## src/logic/rsq_pkg.sv

```systemverilog
// package: constants and carrier types for the reset sequencer
package rsq_pkg;
  localparam int CNT_W = 12;
  // stabilization and release delays in reference clock cycles
  localparam int STAB_CYC = 4096;
  localparam int PIN_REL_CYC = 32;
  localparam int CPU_REL_CYC = 64;
  localparam int SHORT_REC_CYC = 32;
  localparam int WDOG_W = 8;
  localparam logic [15:0] WDOG_CLR_ADDR = 16'hffff;
  localparam logic [7:0] ERASED_BYTE = 8'hff;
  localparam int ADDR_W = 16;
  localparam int DATA_W = 8;
  // status register layout, offsets on the register port
  localparam logic [15:0] STATUS_ADDR = 16'hfe01;
  localparam logic [15:0] CONFIG_ADDR = 16'hfe02;
  localparam int ST_POR = 7;
  localparam int ST_PIN = 6;
  localparam int ST_WDOG = 5;
  localparam int ST_BADOP = 4;
  localparam int ST_MON = 3;
  localparam int ST_LV = 1;
  localparam int CFG_SHORT = 0;
  localparam logic [7:0] STATUS_POR_VAL = 8'h82;
  localparam logic [7:0] CONFIG_RST = 8'h00;

  typedef enum logic [1:0] {RSQ_SRC_NONE, RSQ_SRC_LV, RSQ_SRC_INT, RSQ_SRC_PIN} rsq_src_t;

  typedef struct packed {
    logic bad_opcode;
    logic monitor_entry;
    logic stop_exec;
    logic wakeup;
  } rsq_cpu_ev_t;
endpackage : rsq_pkg

```

## src/logic/rsq_reset_sequencer.sv

```systemverilog
// reset sequencer with stabilization counter, watchdog and reset status
//
// Contract
// - power-on reset stops cpu and module clocks for 4096 reference cycles
// - power-on reset drives reset pin low during stabilization delay
// - power-on or low-voltage reset releases pin 32 cycles after stabilization
// - power-on or low-voltage reset releases cpu 64 cycles after stabilization
// - power-on sets power-on and low-voltage flags, clears others
// - watchdog overflow causes internal reset and sets watchdog flag
// - any write to address ffff clears watchdog counter
// - low-voltage holds pin low while supply low, then 4096 cycle delay
// - low-voltage reset sets low-voltage flag
// - illegal opcode causes internal reset and sets its flag
// - monitor entry with erased reset vector causes internal reset
// - every internal reset source pulls reset pin low
// - internal reset holds pin 4096+32 cycles, cpu released 32 later
// - stabilization counter is 12 bits wide
// - stabilization counter prescales the watchdog counter
// - stop instruction clears the stabilization counter
// - stop wakeup delay is 32 with short recovery, else 4096
// - external pin reset leaves stabilization counter unaffected
// - stabilization counter runs freely after every reset
// - power-on pulse, then clock generator enabled after initialization
//
// Design decisions made here: the plain strobed port and the register addresses.
module rsq_reset_sequencer (
  input wire logic i_clk,
  input wire logic i_rst_n,
  input wire logic i_low_voltage,
  input wire logic i_rst_pin_in,
  input wire rsq_pkg::rsq_cpu_ev_t i_cpu_ev,
  input wire logic [7:0] i_vector_byte,
  input wire logic [rsq_pkg::ADDR_W-1:0] i_addr,
  input wire logic [rsq_pkg::DATA_W-1:0] i_wdata,
  input wire logic i_wr,
  input wire logic i_rd,
  output logic [rsq_pkg::DATA_W-1:0] o_rdata,
  output logic o_rst_pin_out,
  output logic o_rst_pin_oe_n,
  output logic o_cpu_rst_n,
  output logic o_clk_run,
  output logic o_clk_gen_en,
  output logic o_poweron_pulse
);
  localparam int PIN_END = rsq_pkg::STAB_CYC + rsq_pkg::PIN_REL_CYC;
  localparam int CPU_END = rsq_pkg::STAB_CYC + rsq_pkg::CPU_REL_CYC;
  localparam int SEQ_W = 13;

  typedef enum logic [2:0] {ST_LVHOLD, ST_STAB, ST_PINHOLD, ST_CPUHOLD, ST_RUN, ST_STOP, ST_WAKE} rsq_state_t;

  rsq_state_t state_r;
  logic [SEQ_W-1:0] seq_r;
  logic [rsq_pkg::CNT_W-1:0] cnt_r;
  logic [rsq_pkg::WDOG_W-1:0] wdog_r;
  logic [7:0] status_r;
  logic [7:0] config_r;
  logic lv_s1_r, lv_s2_r, pin_s1_r, pin_s2_r, pin_d_r;
  logic por_seen_r;
  logic wdog_ovf, int_req, pin_fall, wdog_clr;
  logic [SEQ_W-1:0] wake_len;

  // synchronisers for pin-level inputs
  always_ff @(posedge i_clk or negedge i_rst_n)
  begin
    if (!i_rst_n)
    begin
      lv_s1_r <= 1'b0;
      lv_s2_r <= 1'b0;
      pin_s1_r <= 1'b1;
      pin_s2_r <= 1'b1;
      pin_d_r <= 1'b1;
    end
    else
    begin
      lv_s1_r <= i_low_voltage;
      lv_s2_r <= lv_s1_r;
      pin_s1_r <= i_rst_pin_in;
      pin_s2_r <= pin_s1_r;
      pin_d_r <= pin_s2_r;
    end
  end

  assign wdog_clr = i_wr && (i_addr == rsq_pkg::WDOG_CLR_ADDR);
  assign wdog_ovf = (state_r == ST_RUN) && (&wdog_r) && (&cnt_r) && !wdog_clr;
  assign pin_fall = pin_d_r && !pin_s2_r && o_rst_pin_oe_n;
  // merged internal request
  assign int_req = (state_r == ST_RUN) && (wdog_ovf || i_cpu_ev.bad_opcode ||
    (i_cpu_ev.monitor_entry && i_vector_byte == rsq_pkg::ERASED_BYTE));
  assign wake_len = config_r[rsq_pkg::CFG_SHORT] ? SEQ_W'(rsq_pkg::SHORT_REC_CYC) :
    SEQ_W'(rsq_pkg::STAB_CYC);

  // sequence state and its cycle counter
  always_ff @(posedge i_clk or negedge i_rst_n)
  begin
    if (!i_rst_n)
    begin
      state_r <= ST_LVHOLD;
      seq_r <= '0;
    end
    else if (lv_s2_r)
    begin
      state_r <= ST_LVHOLD;
      seq_r <= '0;
    end
    else if (int_req)
    begin
      state_r <= ST_STAB;
      seq_r <= '0;
    end
    else if (pin_fall && state_r == ST_RUN)
    begin
      state_r <= ST_CPUHOLD;
      seq_r <= SEQ_W'(PIN_END);
    end
    else
    begin
      case (state_r)
        ST_LVHOLD:
        begin
          state_r <= ST_STAB;
          seq_r <= '0;
        end
        ST_STAB:
        begin
          seq_r <= seq_r + 1'b1;
          if (seq_r == SEQ_W'(rsq_pkg::STAB_CYC - 1))
            state_r <= ST_PINHOLD;
        end
        ST_PINHOLD:
        begin
          seq_r <= seq_r + 1'b1;
          if (seq_r == SEQ_W'(PIN_END - 1))
            state_r <= ST_CPUHOLD;
        end
        ST_CPUHOLD:
        begin
          seq_r <= seq_r + 1'b1;
          if (seq_r == SEQ_W'(CPU_END - 1))
            state_r <= ST_RUN;
        end
        ST_RUN:
        begin
          seq_r <= '0;
          if (i_cpu_ev.stop_exec)
            state_r <= ST_STOP;
        end
        ST_STOP:
        begin
          seq_r <= '0;
          if (i_cpu_ev.wakeup)
            state_r <= ST_WAKE;
        end
        ST_WAKE:
        begin
          seq_r <= seq_r + 1'b1;
          if (seq_r == wake_len - 1'b1)
            state_r <= ST_RUN;
        end
        default:
        begin
          state_r <= ST_LVHOLD;
          seq_r <= '0;
        end
      endcase
    end
  end

  // free-running stabilization counter
  always_ff @(posedge i_clk or negedge i_rst_n)
  begin
    if (!i_rst_n)
      cnt_r <= '0;
    else if (state_r == ST_RUN && i_cpu_ev.stop_exec)
      cnt_r <= '0;
    else
      cnt_r <= cnt_r + 1'b1;
  end

  // watchdog counter prescaled by stabilization counter wrap
  always_ff @(posedge i_clk or negedge i_rst_n)
  begin
    if (!i_rst_n)
      wdog_r <= '0;
    else if (wdog_clr || state_r != ST_RUN)
      wdog_r <= '0;
    else if (&cnt_r)
      wdog_r <= wdog_r + 1'b1;
  end

  // reset status flags
  always_ff @(posedge i_clk or negedge i_rst_n)
  begin
    if (!i_rst_n)
    begin
      status_r <= rsq_pkg::STATUS_POR_VAL;
      por_seen_r <= 1'b0;
    end
    else
    begin
      por_seen_r <= 1'b1;
      if (lv_s2_r && por_seen_r)
        status_r <= 8'h01 << rsq_pkg::ST_LV;
      else if (int_req)
      begin
        status_r <= '0;
        status_r[rsq_pkg::ST_WDOG] <= wdog_ovf;
        status_r[rsq_pkg::ST_BADOP] <= i_cpu_ev.bad_opcode;
        status_r[rsq_pkg::ST_MON] <= !wdog_ovf && !i_cpu_ev.bad_opcode;
      end
      else if (pin_fall && state_r == ST_RUN)
        status_r <= 8'h01 << rsq_pkg::ST_PIN;
    end
  end

  // configuration register
  always_ff @(posedge i_clk or negedge i_rst_n)
  begin
    if (!i_rst_n)
      config_r <= rsq_pkg::CONFIG_RST;
    else if (i_wr && i_addr == rsq_pkg::CONFIG_ADDR)
      config_r <= i_wdata;
  end

  // read port, data one cycle after strobe
  always_ff @(posedge i_clk or negedge i_rst_n)
  begin
    if (!i_rst_n)
      o_rdata <= '0;
    else if (i_rd && i_addr == rsq_pkg::STATUS_ADDR)
      o_rdata <= status_r;
    else if (i_rd && i_addr == rsq_pkg::CONFIG_ADDR)
      o_rdata <= config_r;
    else
      o_rdata <= '0;
  end

  // outputs from flip-flops, decoded from the current state, so they lag it by one cycle
  always_ff @(posedge i_clk or negedge i_rst_n)
  begin
    if (!i_rst_n)
    begin
      o_rst_pin_out <= 1'b0;
      o_rst_pin_oe_n <= 1'b0;
      o_cpu_rst_n <= 1'b0;
      o_clk_run <= 1'b0;
      o_clk_gen_en <= 1'b0;
      o_poweron_pulse <= 1'b1;
    end
    else
    begin
      o_rst_pin_out <= 1'b0;
      o_rst_pin_oe_n <= !(state_r == ST_LVHOLD || state_r == ST_STAB || state_r == ST_PINHOLD);
      o_cpu_rst_n <= (state_r == ST_RUN || state_r == ST_STOP || state_r == ST_WAKE);
      o_clk_run <= !(state_r == ST_LVHOLD || state_r == ST_STAB || state_r == ST_STOP || state_r == ST_WAKE);
      o_clk_gen_en <= (state_r != ST_LVHOLD);
      o_poweron_pulse <= 1'b0;
    end
  end
endmodule : rsq_reset_sequencer

```

## config.mk

```make
export PLATFORM = sky130hd
export DESIGN_NAME = rsq_reset_sequencer
export DESIGN_NICKNAME = d
export VERILOG_FILES = /design/src/logic/rsq_pkg.sv /design/src/logic/rsq_reset_sequencer.sv
export SDC_FILE = /design/constraint.sdc
export NUM_CORES = 1
export LEC_CHECK = 0
export BUFFER_PORTS_ARGS = -buffer_cell sky130_fd_sc_hd__buf_2
export CAP_MARGIN = 20
export CELL_PAD_IN_SITES_DETAIL_PLACEMENT = 0
export CELL_PAD_IN_SITES_GLOBAL_PLACEMENT = 2
export CORE_MARGIN = 2
export CORE_UTILIZATION = 38
export CTS_CLUSTER_SIZE = 12
export DETAILED_ROUTE_END_ITERATION = 10
export PLACE_DENSITY = 0.95
export SYNTH_ARGS = -nofsm -noshare
export SYNTH_HDL_FRONTEND = slang
export SYNTH_SLANG_ARGS = --single-unit
```

## constraint.sdc

```tcl
create_clock -name i_clk -period 4.6 [get_ports i_clk]
set_input_delay 0.46 -clock i_clk [delete_from_list [all_inputs] [get_ports i_clk]]
set_output_delay 0.46 -clock i_clk [all_outputs]
set_load 0.05 [all_outputs]
```

After elaboration in Yosys (flattened, before gate mapping). Index checks and enable logic that the tools add are counted.

Add/sub/neg operators: 4. Eq/ne operators: 21. Mux-type cells: 23. Reduce and logical (&&, ||, !) cells: 38.

Operators by type and width (number): $mux W13 (5); $mux W8 (7); $eq A16 B16 Y1 const B (3); $ne A5 B5 Y1 const B (6); $mux W3 (9); $eq A13 B13 Y1 const B (2); $pmux W3 S7 (1); $logic_and A1 B1 Y1 (15); $add A13 B1 Y13 const B (1); $eq A13 B12 Y1 const B (1); $eq A13 B13 Y1 (1); $sub A13 B1 Y13 const B (1); $add A12 B1 Y12 const B (1); $mux W12 (1); $reduce_and A12 Y1 (1); $eq A3 B3 Y1 const B (3); $logic_or A1 B1 Y1 (9); $add A8 B1 Y8 const B (1); $eq A8 B8 Y1 const B (1); $reduce_and A8 Y1 (1); $eq A3 B2 Y1 const B (2); $logic_not A1 Y1 (6); $reduce_and A6 Y1 (1); $reduce_bool A3 Y1 (2); other kinds (5) (5).

Register bits: 71. Input port bits: 42. Output and inout bits: 14. Word-level logic and storage cells: 104.

Longest topological paths before layout.
Word-level depth: 9. Depth in mapped cells: 7. Mapped depth without buffers: 7.

Worst setup path after synthesis. Ideal clock, no wire load.

Kind: register to register. Start: register cnt_r[0] (netlist name). End: register state_r[1]. Setup time: 0.119 ns. Data arrival time: 1.970 ns. Data required time: 4.481 ns. Path slack: 2.511 ns. Cell stages (with the launch flop): 8. Path buffers: 0. Period minus slack after synthesis: 2.089 ns. Cells stage by stage: dfrtp_1 -> ha_1 -> nand3_2 -> or4_4 -> a2111oi_4 -> or3_1 -> a31oi_1 -> and2_1.

Cells in the longest elaborated chain, start to end: 8. Elaborated cells between the ends (all ways): 15. Classes of those cells: eq/ne: 6; mux: 2; reduce/logical: 7.

Ends and longest elaborated chain: from (decl) (line rsq_reset_sequencer.sv:53) `logic [rsq_pkg::CNT_W-1:0] cnt_r;`; from (signal assigned) (line rsq_reset_sequencer.sv:176) `cnt_r <= cnt_r + 1'b1;`; $reduce_and A12 Y1 (*) (line rsq_reset_sequencer.sv:84) `assign wdog_ovf = (state_r == ST_RUN) && (&wdog_r) && (&cnt_r) && !wdog_clr;`; $logic_and A1 B1 Y1 (*) (2 in a row) (line rsq_reset_sequencer.sv:84); $logic_or A1 B1 Y1 (*) (2 in a row) (line rsq_reset_sequencer.sv:87) `assign int_req = (state_r == ST_RUN) && (wdog_ovf || i_cpu_ev.bad_opcode ||`; $logic_and A1 B1 Y1 (*) (line rsq_reset_sequencer.sv:87); $ne A5 B5 Y1 (no source line) / $mux W3 (equally long branches); $reduce_and A6 Y1 (no source line) / $mux W3 (equally long branches); to (signal assigned) (line rsq_reset_sequencer.sv:97) `state_r <= ST_LVHOLD;`; to (signal assigned) (line rsq_reset_sequencer.sv:102) `state_r <= ST_LVHOLD;`; to (signal assigned) (line rsq_reset_sequencer.sv:107) `state_r <= ST_STAB;`; to (decl) (line rsq_reset_sequencer.sv:51) `rsq_state_t state_r;`.

Mark *: on every way between the ends. The rest lies on a longest branch, timed or not. A chain may end at the register's enable or synchronous reset.

Final worst setup path.
Start: register cnt_r[0] (netlist name). End: register status_r[5].

Cells in the longest elaborated chain, start to end: 8. Elaborated cells between the ends (all ways): 9. Classes of those cells: mux: 2; reduce/logical: 7.

Ends and longest elaborated chain: $reduce_and A12 Y1 (*) (line rsq_reset_sequencer.sv:84); $logic_and A1 B1 Y1 (*) (2 in a row) (line rsq_reset_sequencer.sv:84); $logic_or A1 B1 Y1 (2 in a row) (line rsq_reset_sequencer.sv:87); $logic_and A1 B1 Y1 (line rsq_reset_sequencer.sv:87); $mux W8 (line rsq_reset_sequencer.sv:203) `else if (int_req)`; $mux W8 (line rsq_reset_sequencer.sv:201) `if (lv_s2_r && por_seen_r)`; to (signal assigned) (line rsq_reset_sequencer.sv:202) `status_r <= 8'h01 << rsq_pkg::ST_LV;`; to (signal, indexed assignment) (line rsq_reset_sequencer.sv:206) `status_r[rsq_pkg::ST_WDOG] <= wdog_ovf;`; to (signal, indexed assignment) (line rsq_reset_sequencer.sv:207) `status_r[rsq_pkg::ST_BADOP] <= i_cpu_ev.bad_opcode;`; to (decl) (line rsq_reset_sequencer.sv:55) `logic [7:0] status_r;`.

Marks and branches as above.

==> impl_metrics.csv <==
group,metric,value,unit
status,status,"complete, no violations",
critical_path,endpoint_kind,"register",
synthesis,synth-main-ff-cell,"dfrtp_1",
route,drc_errors,0,
synthesis,synthMuxAreaShare,3.54,%
finish,drive_gt1_share,25.2,%
power,irDropWorstVdd,0.135,mV
synthesis,synth_common_cells,"dfrtp_1 (63), nor2_1 (42), nand2_1 (26), a21oi_1 (14), xor2_1 (13)",
timing,fin_setup_tns,0,ps
finish,nFillCells,797,
timing,clock_skew,8.09,ps
die,rows,33,
synthesis,yosys_warnings,0,
power,finalPower,1.24,mW
synthesis,synth-seq-area-share,55.7,%
critical_path,cp.required,4820,ps
power,clock_power_share,45.0,%
critical_path,cp-start-kind,"register",
route,wirelength,6010,um
critical_path,cp_max_fo,6,
clock_network,post_cts_buffers,0,
route,first_iter_violations,41,
clock_network,ctsHoldBuffers,0,
synthesis,yosysTopAreaCell,"dfrtp_1",
global_route,grt_overflow_total,0,
synthesis,syn_inst,293,
synthesis,yosys.area_share.adder,1.21,%
synthesis,synth_top_family_by_area,"simple AND/OR/NAND/NOR gates",
global_route,grt_start_max_net_pins,43,
power,power_density,333,nW/um^2
power,p_sw,0.276,mW
synthesis,synth_cell_types,43,
finish,area_growth,19.6,%
clock_network,h-tree-depth,3,
die,dieWidth,94.5,um
route,dr.pass1.iters,4,
timing,fin_crit_sh,50.1,%
timing,setup_viol,0,
route,vias,2295,
global_route,grt_pass1_wl,9960,um
die,core_area,8090,sq um
flow_run,drv_cap,0,
global_route,antenna_found_initial,0,
power,p_seq_share,50.2,%
clock_network,ctsLongestPathBuffers,2,
synthesis,yosysMostFrequentCell,"dfrtp_1",
die,initial_core_util,38.5,%
die,io_pins,56,
timing,holdWs,117,ps
power,power_switching_share,22.3,%
power,internal-power,0.963,mW
placement,dp.final_hpwl,4420,um
finish,antenna_cells,0,
clock_network,cts.sinks,69,
clock_network,cts_buffers,9,
finish,nNetsFinal,397,
critical_path,critPathKind,"register to register",
synthesis,synth_xor_area_share,7.03,%
die,die_y,94.5,um
route,drtAntennaViolNets,0,
global_route,grt_pass1_vias,2151,
synthesis,synth_edf_count,0,
synthesis,synth.area.top_cells,"dfrtp_1 (51%), dfstp_2 (5.1%), nor2_1 (5.1%)",
clock_network,clock_latency,340,ps
synthesis,synth_compound_area_share,7.55,%
synthesis,syn-cell-area,3110,sq um
synthesis,ys_ff_latch,69,
timing,timing.slew.headroom,44.2,%
clock_network,clk_transition_reported_paths,80,ps
clock_network,cts_root_buffer,"clkbuf_8",
synthesis,synthSimpleGateAreaFrac,23.1,%
power,pwr-share-comb,4.8,%
die,die_area,8940,sq um
route,wire_per_inst,13.0,um
critical_path,arrival,2520,ps
global_route,track_usage,14.6,%
timing,fmaxAchievable,434,MHz
clock_network,ctsResizeCount,0,
synthesis,async_flop_share,100,%
timing,drv_slew,0,
min_path,hold_path_class,"input pin to asynchronous set/reset pin",
synthesis,synth_top_cell_area_share,50.6,%
placement,port_buffers,54,
placement,globalplace.congestion,0.739,
synthesis,avgSynthCellArea,10.6,sq um
timing,worst_pin_slew,835,ps
timing,finalCriticalPeriod,2300,ps
power,power_leakage,1.68,nW
timing,finalHoldViolations,0,
route,detail_route.vias_per_cell,4.97,
clock_network,cts_tree,"done",
critical_path,reg2reg_depth,7,
timing,rsz0062_at_grt,"false",
-- kinds of logic after synthesis --
kind of cell               count (synthesis)
other                                      2
muxes                                     10
xor gates and xnor gates                  25
DFF                                       69
and+or+nand+nor                          138
adders and majority gates                  3
AOI/OAI and AO/OA                         34
buffers and inverters                     12
-- power by group through the flow --
stage               combinational [mW]  clock [mW]  sequential (mW)
floorplan                       0.0231           0            0.635
global placement                0.0603           0            0.634
detailed placement              0.0615           0            0.634
CTS                             0.0615       0.581            0.622
global route                    0.0679       0.607            0.623
finish                          0.0599       0.557            0.622
-- layout by cell type (no fill, tap or decap), drive strengths merged, types with 4 or more instances in the layout --
cell / count
xor2: 13
mux2: 8
a21oi: 14
and3: 7
nor4: 5
nand3: 9
or3: 7
nand4: 9
nor2: 42
dfrtp: 63
nand2: 26
and4: 4
buf: 55
o21ai: 5
nor3b: 4
a22o: 6
clkbuf: 10
dfstp: 6
xnor2: 12
nand2b: 5
inv: 6
and2: 5
-- registers in the layout (all words and copies together), names as in the netlist --
name / count
seq_r: 13
cnt_r: 12
config_r: 8
o_rdata: 8
wdog_r: 8
status_r: 6
state_r: 3
lv_s1_r: 1
lv_s2_r: 1
o_clk_gen_en: 1
o_clk_run: 1
o_cpu_rst_n: 1
o_poweron_pulse: 1
o_rst_pin_oe_n: 1
pin_d_r: 1
pin_s1_r: 1
pin_s2_r: 1
por_seen_r: 1
-- through the flow --
| stage | setup slack, ps | utilization [%] | instance area (sq um) | std cells |
|---|---|---|---|---|
| after floorplan | 2510 | - | 3120 | 294 |
| after global placement | 2360 | 43.2 | 3490 | 446 |
| after detailed placement | 2310 | 43.2 | 3490 | 446 |
| after CTS | 2290 | 46.0 | 3720 | 462 |
| after global routing | 2120 | 46.0 | 3720 | 462 |
| final | 2300 | 46.0 | 3720 | 462 |
-- path summary, 6_finish.rpt --
| kind | start | slack [ps] | endpoint |
|---|---|---|---|
| max in group asynchronous | i_rst_n | 3520 | status_r[1]$_DFFE_PN1P_ |
| worst max register to register | cnt_r[0]$_DFF_PN0_ | 2300 | status_r[5]$_DFFE_PN0P_ |
| worst min register to register | lv_s1_r$_DFF_PN0_ | 350 | lv_s2_r$_DFF_PN0_ |
| worst min-delay path | i_rst_n | 120 | cnt_r[10]$_DFF_PN0_ |
| worst max-delay path | cnt_r[0]$_DFF_PN0_ | 2300 | status_r[5]$_DFFE_PN0P_ |
| min in group i_clk | i_rst_pin_in | 210 | pin_s1_r$_DFF_PN1_ |
-- cell type report --
type | instances | area (sq um) | share of cell area [%]
sequential | 69 | 1730 | 46.6
multi-input combinational | 213 | 1330 | 35.8
timing repair buffer | 55 | 278 | 7.46
clock buffer | 10 | 138 | 3.70
tap | 105 | 131 | 3.53
clock inverter | 6 | 93.8 | 2.52
inverter | 4 | 15.0 | 0.403
-- routing by layer --
metal  GRT usage (%)  wire, um
met1            19.1      2900
met2            22.8      2610
met3            3.91       372
met4            6.64       127
met5               0         0
-- worst max-delay path: stages, from the launching register on --
cell and delay [ps]:
dfrtp_1 380, ha_1 210, nand3_2 160, or4_4 580, a2111oi_4 440, nor2_1 180, a21oi_1 170, a21oi_1 50
Power figures use the tool's default switching activity.
